## src/hw/tsp_pkg.sv

```systemverilog
// Constants, field layout and state codes of the sensor register block
package tsp_pkg;
  // ----------------------------------------------------------------
  // Data register select codes
  // ----------------------------------------------------------------
  localparam logic [1:0] SEL_TEMP = 2'h0;
  localparam logic [1:0] SEL_CFG = 2'h1;
  localparam logic [1:0] SEL_LOW = 2'h2;
  localparam logic [1:0] SEL_HIGH = 2'h3;

  // ----------------------------------------------------------------
  // Reset values
  // ----------------------------------------------------------------
  localparam logic [7:0] PTR_RESET = 8'h00;
  localparam logic [7:0] TEMP_RESET = 8'h00;
  localparam logic [7:0] CFG_RESET = 8'h02;
  localparam logic [7:0] LOW_RESET = 8'hf6;  // -10 degrees
  localparam logic [7:0] HIGH_RESET = 8'h3c; // +60 degrees

  // ----------------------------------------------------------------
  // Configuration field positions
  // ----------------------------------------------------------------
  localparam int CFG_ID = 7;
  localparam int CFG_RATE_HI = 6;
  localparam int CFG_RATE_LO = 5;
  localparam int CFG_OVER = 4;
  localparam int CFG_UNDER = 3;
  localparam int CFG_LATCH = 2;
  localparam int CFG_MODE_HI = 1;
  localparam int CFG_MODE_LO = 0;
  localparam logic [1:0] MODE_SHUT = 2'h0;
  localparam logic [1:0] MODE_ONESHOT = 2'h1;

  // ----------------------------------------------------------------
  // Bus addressing
  // ----------------------------------------------------------------
  localparam logic [6:0] ADDR_BASE = 7'h70;
  localparam logic [6:0] GLOBAL_ADDR = 7'h00;
  localparam logic [3:0] BITS_PER_BYTE = 4'h8;

  // ----------------------------------------------------------------
  // Conversion periods per rate code
  // ----------------------------------------------------------------
  localparam int unsigned CLK_HZ = 25_000_000;
  localparam int unsigned RATE0_MS = 4000; // 0.25 per second
  localparam int unsigned RATE1_MS = 1000; // 1 per second
  localparam int unsigned RATE2_MS = 250;  // 4 per second
  localparam int unsigned RATE3_MS = 125;  // 8 per second
  localparam int unsigned RATE0_CYC = CLK_HZ / 1000 * RATE0_MS;
  localparam int unsigned RATE1_CYC = CLK_HZ / 1000 * RATE1_MS;
  localparam int unsigned RATE2_CYC = CLK_HZ / 1000 * RATE2_MS;
  localparam int unsigned RATE3_CYC = CLK_HZ / 1000 * RATE3_MS;

  // ----------------------------------------------------------------
  // Serial engine states
  // ----------------------------------------------------------------
  typedef enum logic [3:0] {
    ST_IDLE = 4'h0,
    ST_ADDR = 4'h1,
    ST_AACK = 4'h2,
    ST_PTR = 4'h3,
    ST_PACK = 4'h4,
    ST_WR = 4'h5,
    ST_WACK = 4'h6,
    ST_RD = 4'h7,
    ST_RACK = 4'h8
  } tsp_state_e;
endpackage : tsp_pkg

```

## src/hw/tsp_line_if.sv

```systemverilog
// Serial line events passed from the line watcher to the register engine
`timescale 1ns/1ns
`default_nettype none
interface tsp_line_if;
  logic scl_rise;
  logic scl_fall;
  logic start;
  logic stop;
  logic sda;
  modport src (output scl_rise, output scl_fall, output start, output stop, output sda);
  modport snk (input scl_rise, input scl_fall, input start, input stop, input sda);
endinterface : tsp_line_if
`default_nettype wire

```

## src/hw/tsp_regs_top.sv

```systemverilog
// Two-wire slave register bank of the temperature sensor
//
// Function
// - Keep an eight-bit pointer; its two low bits choose the data register.
// - Pointer select bits reset to 00, so a plain read returns temperature.
// - Select 00 temperature, 01 configuration, 10 low limit, 11 high limit.
// - Rate code 00,01,10,11 gives 0.25, 1, 4, 8 conversions per second.
// - Eight fixed address options let eight sensors share one bus.
// - Individually addressed transfers read or write one register at a time.
// - Answer the global group command so all sensors act together.
// - Only pull data and clock lines low, never drive them high.
// - Temperature is eight-bit two's complement, zero until the first conversion.
// - Configuration resets to 00000010: id, rate, flags, latch, mode.
// - Commit a written value only after a full byte, MSB first.
// - High limit resets to +60, low limit to -10 degrees.
`timescale 1ns/1ns
`default_nettype none
module tsp_regs_top #(
  parameter int unsigned P_RATE0_CYC = tsp_pkg::RATE0_CYC,
  parameter int unsigned P_RATE1_CYC = tsp_pkg::RATE1_CYC,
  parameter int unsigned P_RATE2_CYC = tsp_pkg::RATE2_CYC,
  parameter int unsigned P_RATE3_CYC = tsp_pkg::RATE3_CYC
) (
  input wire logic i_clk,
  input wire logic i_resetn,
  input wire logic i_scl,
  input wire logic i_sda,
  input wire logic [2:0] i_addr_strap,
  input wire logic i_conv_done,
  input wire logic [7:0] i_conv_temp,
  output logic o_sda_out,
  output logic o_sda_oe,
  output logic o_scl_out,
  output logic o_scl_oe,
  output logic o_conv_start,
  output logic [1:0] o_rate_code,
  output logic [1:0] o_op_mode,
  output logic o_over_flag,
  output logic o_under_flag
);
  tsp_line_if ln ();
  tsp_pkg::tsp_state_e state;
  logic [3:0] cnt;
  logic [7:0] sr;
  logic [7:0] tx;
  logic rw;
  logic nack;
  logic sda_oe;
  logic [2:0] addr_low;
  logic strap_taken;
  logic [7:0] register_select;
  logic [7:0] temperature_result;
  logic [7:0] configuration;
  logic [7:0] low_limit;
  logic [7:0] high_limit;
  logic timer_fire;

  // ----------------------------------------------------------------
  // Line events and conversion pacing
  // ----------------------------------------------------------------
  tsp_line_watch u_watch (
    .i_clk(i_clk),
    .i_resetn(i_resetn),
    .i_scl(i_scl),
    .i_sda(i_sda),
    .ln(ln)
  );

  tsp_rate_timer #(
    .P_RATE0_CYC(P_RATE0_CYC),
    .P_RATE1_CYC(P_RATE1_CYC),
    .P_RATE2_CYC(P_RATE2_CYC),
    .P_RATE3_CYC(P_RATE3_CYC)
  ) u_timer (
    .i_clk(i_clk),
    .i_resetn(i_resetn),
    .i_rate(configuration[tsp_pkg::CFG_RATE_HI:tsp_pkg::CFG_RATE_LO]),
    .i_continuous(configuration[tsp_pkg::CFG_MODE_HI]),
    .o_fire(timer_fire)
  );

  // ----------------------------------------------------------------
  // Byte framing decode
  // ----------------------------------------------------------------
  logic rx_state;
  logic byte_end;
  logic [6:0] my_addr;
  logic addr_hit;
  logic ptr_commit;
  logic wr_commit;
  logic [1:0] sel;
  logic [7:0] rd_word;
  logic load_tx;
  assign rx_state = (state == tsp_pkg::ST_ADDR) || (state == tsp_pkg::ST_PTR) ||
                    (state == tsp_pkg::ST_WR);
  assign byte_end = rx_state && ln.scl_fall && (cnt == tsp_pkg::BITS_PER_BYTE);
  assign my_addr = tsp_pkg::ADDR_BASE | {4'h0, addr_low};
  assign addr_hit = (sr[7:1] == my_addr) || (sr[7:1] == tsp_pkg::GLOBAL_ADDR);
  assign ptr_commit = byte_end && (state == tsp_pkg::ST_PTR);
  assign wr_commit = byte_end && (state == tsp_pkg::ST_WR);
  assign sel = register_select[1:0];

  // Read data select
  assign rd_word = (sel == tsp_pkg::SEL_TEMP) ? temperature_result :
                   (sel == tsp_pkg::SEL_CFG) ? configuration :
                   (sel == tsp_pkg::SEL_LOW) ? low_limit : high_limit;
  assign load_tx = ln.scl_fall && ((state == tsp_pkg::ST_AACK && rw) ||
                   (state == tsp_pkg::ST_RACK && !nack));

  // ----------------------------------------------------------------
  // Serial engine: address, pointer, write and read bytes
  // ----------------------------------------------------------------
  always_ff @(posedge i_clk or negedge i_resetn) begin
    if (!i_resetn) begin
      state <= tsp_pkg::ST_IDLE;
      cnt <= 4'h0;
      sr <= 8'h00;
      tx <= 8'h00;
      rw <= 1'b0;
      nack <= 1'b0;
      sda_oe <= 1'b0;
    end else if (ln.stop) begin
      state <= tsp_pkg::ST_IDLE;
      sda_oe <= 1'b0;
    end else if (ln.start) begin
      state <= tsp_pkg::ST_ADDR;
      cnt <= 4'h0;
      sda_oe <= 1'b0;
    end else if (load_tx) begin
      // First data bit goes out as a pull-down when it is zero
      state <= tsp_pkg::ST_RD;
      sda_oe <= ~rd_word[7];
      tx <= {rd_word[6:0], 1'b0};
      cnt <= 4'h1;
    end else begin
      unique case (state)
        tsp_pkg::ST_IDLE: begin
          cnt <= 4'h0;
        end
        tsp_pkg::ST_ADDR, tsp_pkg::ST_PTR, tsp_pkg::ST_WR: begin
          if (ln.scl_rise) begin
            sr <= {sr[6:0], ln.sda};
            cnt <= cnt + 4'h1;
          end else if (byte_end) begin
            cnt <= 4'h0;
            if (state == tsp_pkg::ST_ADDR) begin
              rw <= sr[0];
              sda_oe <= addr_hit;
              state <= addr_hit ? tsp_pkg::ST_AACK : tsp_pkg::ST_IDLE;
            end else begin
              sda_oe <= 1'b1;
              state <= (state == tsp_pkg::ST_PTR) ? tsp_pkg::ST_PACK : tsp_pkg::ST_WACK;
            end
          end
        end
        tsp_pkg::ST_AACK: begin
          if (ln.scl_fall) begin
            sda_oe <= 1'b0;
            state <= tsp_pkg::ST_PTR;
          end
        end
        tsp_pkg::ST_PACK, tsp_pkg::ST_WACK: begin
          if (ln.scl_fall) begin
            sda_oe <= 1'b0;
            state <= tsp_pkg::ST_WR;
          end
        end
        tsp_pkg::ST_RD: begin
          if (ln.scl_fall && cnt == tsp_pkg::BITS_PER_BYTE) begin
            sda_oe <= 1'b0;
            cnt <= 4'h0;
            state <= tsp_pkg::ST_RACK;
          end else if (ln.scl_fall) begin
            sda_oe <= ~tx[7];
            tx <= {tx[6:0], 1'b0};
            cnt <= cnt + 4'h1;
          end
        end
        tsp_pkg::ST_RACK: begin
          if (ln.scl_rise) begin
            nack <= ln.sda;
          end else if (ln.scl_fall) begin
            state <= tsp_pkg::ST_IDLE;
          end
        end
        default: begin
          state <= tsp_pkg::ST_IDLE;
        end
      endcase
    end
  end

  // ----------------------------------------------------------------
  // Address strap, caught once after reset release
  // ----------------------------------------------------------------
  always_ff @(posedge i_clk or negedge i_resetn) begin
    if (!i_resetn) begin
      addr_low <= 3'h0;
      strap_taken <= 1'b0;
    end else if (!strap_taken) begin
      addr_low <= i_addr_strap;
      strap_taken <= 1'b1;
    end
  end

  // Pointer register, kept across transactions
  always_ff @(posedge i_clk or negedge i_resetn) begin
    if (!i_resetn) begin
      register_select <= tsp_pkg::PTR_RESET;
    end else if (ptr_commit) begin
      register_select <= sr;
    end
  end

  // ----------------------------------------------------------------
  // Data registers; temperature is loaded only by the converter
  // ----------------------------------------------------------------
  always_ff @(posedge i_clk or negedge i_resetn) begin
    if (!i_resetn) begin
      temperature_result <= tsp_pkg::TEMP_RESET;
      low_limit <= tsp_pkg::LOW_RESET;
      high_limit <= tsp_pkg::HIGH_RESET;
    end else begin
      if (i_conv_done) temperature_result <= i_conv_temp;
      if (wr_commit && sel == tsp_pkg::SEL_LOW) low_limit <= sr;
      if (wr_commit && sel == tsp_pkg::SEL_HIGH) high_limit <= sr;
    end
  end

  // ----------------------------------------------------------------
  // Configuration next value: flags, latch, rate and mode
  // ----------------------------------------------------------------
  logic cfg_wr;
  logic cfg_rd;
  logic over_ev;
  logic under_ev;
  logic in_window;
  logic flag_clr;
  logic [1:0] mode;
  logic oneshot_go;
  logic [1:0] next_rate;
  logic next_over;
  logic next_under;
  logic next_latch;
  logic [1:0] next_mode;
  assign cfg_wr = wr_commit && (sel == tsp_pkg::SEL_CFG);
  assign cfg_rd = load_tx && (sel == tsp_pkg::SEL_CFG);
  assign mode = configuration[tsp_pkg::CFG_MODE_HI:tsp_pkg::CFG_MODE_LO];
  assign over_ev = i_conv_done && ($signed(i_conv_temp) > $signed(high_limit));
  assign under_ev = i_conv_done && ($signed(i_conv_temp) < $signed(low_limit));
  assign in_window = i_conv_done && !over_ev && !under_ev;
  assign flag_clr = cfg_rd || (in_window && !configuration[tsp_pkg::CFG_LATCH]);
  assign oneshot_go = cfg_wr && (mode == tsp_pkg::MODE_SHUT) &&
                      (sr[1:0] == tsp_pkg::MODE_ONESHOT);
  assign next_rate = cfg_wr ? sr[tsp_pkg::CFG_RATE_HI:tsp_pkg::CFG_RATE_LO] :
                     configuration[tsp_pkg::CFG_RATE_HI:tsp_pkg::CFG_RATE_LO];
  // A flag event wins over a clear in the same cycle
  assign next_over = over_ev || (configuration[tsp_pkg::CFG_OVER] && !flag_clr);
  assign next_under = under_ev || (configuration[tsp_pkg::CFG_UNDER] && !flag_clr);
  assign next_latch = cfg_wr ? sr[tsp_pkg::CFG_LATCH] : configuration[tsp_pkg::CFG_LATCH];
  assign next_mode = cfg_wr ? sr[1:0] :
                     (i_conv_done && mode == tsp_pkg::MODE_ONESHOT) ? tsp_pkg::MODE_SHUT :
                     mode;

  always_ff @(posedge i_clk or negedge i_resetn) begin
    if (!i_resetn) begin
      configuration <= tsp_pkg::CFG_RESET;
    end else begin
      configuration <= {configuration[tsp_pkg::CFG_ID], next_rate, next_over,
                        next_under, next_latch, next_mode};
    end
  end

  // ----------------------------------------------------------------
  // Pin drivers: open drain only, clock never stretched
  // ----------------------------------------------------------------
  always_ff @(posedge i_clk or negedge i_resetn) begin
    if (!i_resetn) begin
      o_sda_out <= 1'b0;
      o_scl_out <= 1'b0;
      o_scl_oe <= 1'b0;
      o_conv_start <= 1'b0;
    end else begin
      o_sda_out <= 1'b0;
      o_scl_out <= 1'b0;
      o_scl_oe <= 1'b0;
      o_conv_start <= timer_fire || oneshot_go;
    end
  end

  assign o_sda_oe = sda_oe;
  assign o_rate_code = configuration[tsp_pkg::CFG_RATE_HI:tsp_pkg::CFG_RATE_LO];
  assign o_op_mode = mode;
  assign o_over_flag = configuration[tsp_pkg::CFG_OVER];
  assign o_under_flag = configuration[tsp_pkg::CFG_UNDER];
endmodule : tsp_regs_top
`default_nettype wire

```

## src/hw/tsp_line_watch.sv

```systemverilog
// Clock edge and start/stop detection on the two serial lines
`timescale 1ns/1ns
`default_nettype none
module tsp_line_watch (
  input wire logic i_clk,
  input wire logic i_resetn,
  input wire logic i_scl,
  input wire logic i_sda,
  tsp_line_if.src ln
);
  logic scl_q;
  logic sda_q;

  // ----------------------------------------------------------------
  // Previous line levels, idle high
  // ----------------------------------------------------------------
  always_ff @(posedge i_clk or negedge i_resetn) begin
    if (!i_resetn) begin
      scl_q <= 1'b1;
      sda_q <= 1'b1;
    end else begin
      scl_q <= i_scl;
      sda_q <= i_sda;
    end
  end

  // Events: data moves while clock high mark start and stop
  assign ln.scl_rise = i_scl & ~scl_q;
  assign ln.scl_fall = ~i_scl & scl_q;
  assign ln.start = i_scl & scl_q & sda_q & ~i_sda;
  assign ln.stop = i_scl & scl_q & ~sda_q & i_sda;
  assign ln.sda = i_sda;
endmodule : tsp_line_watch
`default_nettype wire

```

## src/hw/tsp_rate_timer.sv

```systemverilog
// Conversion request timer paced by the rate code
`timescale 1ns/1ns
`default_nettype none
module tsp_rate_timer #(
  parameter int unsigned P_RATE0_CYC = tsp_pkg::RATE0_CYC,
  parameter int unsigned P_RATE1_CYC = tsp_pkg::RATE1_CYC,
  parameter int unsigned P_RATE2_CYC = tsp_pkg::RATE2_CYC,
  parameter int unsigned P_RATE3_CYC = tsp_pkg::RATE3_CYC
) (
  input wire logic i_clk,
  input wire logic i_resetn,
  input wire logic [1:0] i_rate,
  input wire logic i_continuous,
  output logic o_fire
);
  logic [26:0] cnt;
  logic [26:0] period_m1;

  // Rate code to reload value
  assign period_m1 = (i_rate == 2'h0) ? 27'(P_RATE0_CYC - 1) :
                     (i_rate == 2'h1) ? 27'(P_RATE1_CYC - 1) :
                     (i_rate == 2'h2) ? 27'(P_RATE2_CYC - 1) :
                     27'(P_RATE3_CYC - 1);

  // ----------------------------------------------------------------
  // Countdown, fires at once after reset while continuous
  // ----------------------------------------------------------------
  always_ff @(posedge i_clk or negedge i_resetn) begin
    if (!i_resetn) begin
      cnt <= 27'h0;
      o_fire <= 1'b0;
    end else if (cnt == 27'h0) begin
      o_fire <= i_continuous;
      cnt <= i_continuous ? period_m1 : 27'h0;
    end else begin
      o_fire <= 1'b0;
      cnt <= cnt - 27'h1;
    end
  end
endmodule : tsp_rate_timer
`default_nettype wire

```

## config.mk

```make
export PLATFORM = sky130hd
export DESIGN_NAME = tsp_regs_top
export DESIGN_NICKNAME = d
export VERILOG_FILES = /design/src/hw/tsp_pkg.sv /design/src/hw/tsp_line_if.sv /design/src/hw/tsp_regs_top.sv /design/src/hw/tsp_line_watch.sv /design/src/hw/tsp_rate_timer.sv
export SDC_FILE = /design/constraint.sdc
export NUM_CORES = 1
export LEC_CHECK = 0
export BUFFER_PORTS_ARGS = -buffer_cell sky130_fd_sc_hd__buf_2
export CAP_MARGIN = 20
export CORE_MARGIN = 10
export CORE_UTILIZATION = 55
export CTS_BUF_LIST = sky130_fd_sc_hd__clkbuf_2 sky130_fd_sc_hd__clkbuf_4 sky130_fd_sc_hd__clkbuf_8
export CTS_CLUSTER_SIZE = 20
export DETAILED_ROUTE_END_ITERATION = 6
export PLACE_DENSITY = 0.77
export SYNTH_ARGS = -nofsm -noshare
export SYNTH_HDL_FRONTEND = slang
export SYNTH_SLANG_ARGS = --single-unit
```

## constraint.sdc

```tcl
create_clock -name i_clk -period 6.16 [get_ports i_clk]
set_input_delay 0 -clock i_clk [delete_from_list [all_inputs] [get_ports i_clk]]
set_output_delay 0 -clock i_clk [all_outputs]
set_load 0.01 [all_outputs]
```

==> reports/metrics.yaml <==
status: "finished, final reports clean"
drive_above_1_share_pct: 22.3
synth_mux_area_share_pct: 13.3
rows: 35
die_w_um: 118
setup-tns-final_ns: 0
syn2layout_area_growth_pct: 9.13
drv_cap: 0
final_cell_count_no_fill: 654
cts_root_buffer: "clkbuf_8"
ys_async_sr_fraction_pct: 100
slew_headroom_pct: 46.3
insertion_delay_ns: 0.37
seq_area_frac_synth_pct: 45.0
initial_core_util_pct: 56.7
rrSetupSlack_ns: 3.30
multi_input_area_mm2: 0.00262
seqCellArea_mm2: 0.00237
arrival_ns: 3.15
grt_pass1_wl_mm: 20.2
clkPwrFrac_pct: 31.1
route.layer.met1.wl_mm: 4.98
fillers: 739
synthAdderAreaFrac_pct: 5.66
setup.worst_path.start: "u_timer.cnt[12]"
grt_pass1_vias: 4099
synthXorXnorAreaFrac_pct: 4.33
synth.area.top_cells: "dfrtp_1, mux2_2, dfstp_2"
synth_compound_area_share_pct: 11.9
dp_hpwl_mm: 8.40
power_density_mw_per_mm2: 216
synth_ff_type: "dfrtp_1"
synth_common_cells: "dfrtp_1, mux2_2, nor2_1"
setup_viol: 0
r2r_end: "u_timer.cnt[19]"
slew_violations: 0
worst-slew-pin-transition_ns: 0.799
synth_top_family_by_area: "simple AND/OR/NAND/NOR gates"
drt_first_pass_iters: 5
post-route-period-util_pct: 46.5
synth_seq_cells: 94
clkSinkCount: 94
slowest_stage: "or4b_4"
viasPerCell: 5.83
wl_per_cell_um: 17.4
top_layer: "met4"
hold_class: "in -> reg"
yosysTopAreaCell: "dfrtp_1"
slowest_delay_ns: 0.61
fmax_mhz: 349
critical_path_class: "reg -> reg"
r2r_start: "u_timer.cnt[12]"
pwr-share-seq_pct: 54.7
cts_buffer_depth: 2
first_iter_violations: 295
wl_met3_um: 399
hold_viol_final: 0
via_count: 3812
skew_ns: 0.0133
numCtsBuffers: 9
die_y_um: 118
whs_path_depth: 3
yosys_warnings: 0
drc: 0
ys_types: 63
rsz0062_at_grt: "no"
dp.cells: 624
cp_max_fo: 11
synth-simple-area-share_pct: 14.4
swShare_pct: 28.5
p_comb_share_pct: 14.2
htree_levels: 3
dr_wl_met2_mm: 5.74
worstRegToRegCells: 5
layout_min_cycle_time_ns: 2.86
grt_max_degree: 60
min-delay-start: "i_conv_done"
n_antenna_cell: 0
post_cts_buffers: 0
numPortBuffers: 23
whs_ns: 0.0668
netlist_area_mm2: 0.00526
placeableCoreArea_mm2: 0.00928
netlist_instances: 495
gp_congestion: 0.931
clk_pin_slew_ns: 0.09
p_int_mw: 0.885
synth_most_common_cell: "dfrtp_1"
worstSetupEndpointType: "flop"
ant_nets: 0
syn_area_per_cell_um2: 10.6
pin_count: 27
antenna_found_initial: 0
whs_endpoint: "configuration[4]"
power.leakage_nw: 2.37
p_switching_mw: 0.353
synth_top_area_share_pct: 38.5
synth_edf_count: 0
overflow: 0
die_area_mm2: 0.0139
finalNetCount: 559
grtUsageTotal_pct: 17.2
worstPathCellList: "or4_4, or4b_4, nor4_1, and2_1, mux2i_1"
routed_wl_mm: 11.4
worstPathRequired_ns: 6.45
peakVddDrop_mv: 0.110
cts_tree: "yes"
start_kind: "flop"
cell families after synthesis:
group | Yosys count
other | 2
and+or+nand+nor | 139
AOI/OAI and AO/OA | 92
DFF | 94
buffers and inverters | 62
adders and majority gates | 24
xor gates and xnor gates | 26
muxes | 56
layout make-up:
type	count	share of cell area, %
multi-input cells	341	45.7
flip-flops and latches	94	41.3
repair buffers	40	4.88
well taps	129	2.81
clock buffers	11	2.42
inverters	34	2.22
clock inverters	5	0.741
timing repair:
item / CTS / global route
endpoints found under the setup margin: 0 / 0
hold endpoints to repair: 50 / 0
resized for setup: 0 / 0
hold buffers: 14 / 0
layout by cell type (no fill, tap or decap), types with 13 or more instances in the layout:
| cell | count |
|---|---|
| dfrtp_1 | 81 |
| mux2_2 | 41 |
| nor2_1 | 36 |
| inv_1 | 34 |
| nand2_1 | 23 |
| ha_1 | 23 |
| buf_2 | 22 |
| o21ai_0 | 20 |
| a21oi_1 | 16 |
| xnor2_1 | 16 |
| dlygate4sd3_1 | 14 |
| nor4_1 | 13 |
| dfstp_2 | 13 |
sequential cells by signal, indices dropped and copies added (netlist names), 2 cells and up:
register            cells
addr_low                3
cnt                     4
configuration           7
high_limit              8
low_limit               8
register_select         2
sr                      8
state                   4
temperature_result      8
tx                      7
u_timer.cnt            27
per-layer routing:
metal / up-vias / track usage (%)
li1: 1823 / -
met1: 1901 / 20.9
met2: 71 / 29.3
met3: 17 / 3.36
met4: 0 / 6.41
met5: - / 0
worst max-delay path by stage:
stage,endpoint,cells past startpoint,slack (ns)
floorplan,u_timer.cnt[0],7,3.55
global placement,u_timer.cnt[13],5,3.46
detailed placement,u_timer.cnt[19],5,3.31
CTS,u_timer.cnt[19],5,3.29
global route,u_timer.cnt[19],5,3.12
finish,u_timer.cnt[19],5,3.30
metrics by stage:
step	setup slack [ns]	cell area, um2	total power [mW]	utilization (%)
6_report	3.30	5740	1.24	61.8
4_1_cts	3.29	5740	1.25	61.8
5_1_grt	3.12	5740	1.30	61.8
3_3_place_gp	3.46	5420	0.852	58.4
2_1_floorplan	3.55	5270	0.800	-
3_5_place_dp	3.31	5420	0.859	58.4
power by group through the flow:
stage,sequential [mW],clock (mW),combinational [mW]
floorplan,0.671,0,0.129
global placement,0.688,0,0.164
detailed placement,0.690,0,0.169
CTS,0.678,0.393,0.176
global route,0.684,0.419,0.198
finish,0.678,0.385,0.176
worst max-delay path: cells and delay by family, from the launching register on:
family	cells	cell delay, ns
simple gates	4	2.11
mux	1	0.24
flops	1	0.43
Note: power is estimated with default switching activity, not from simulation.
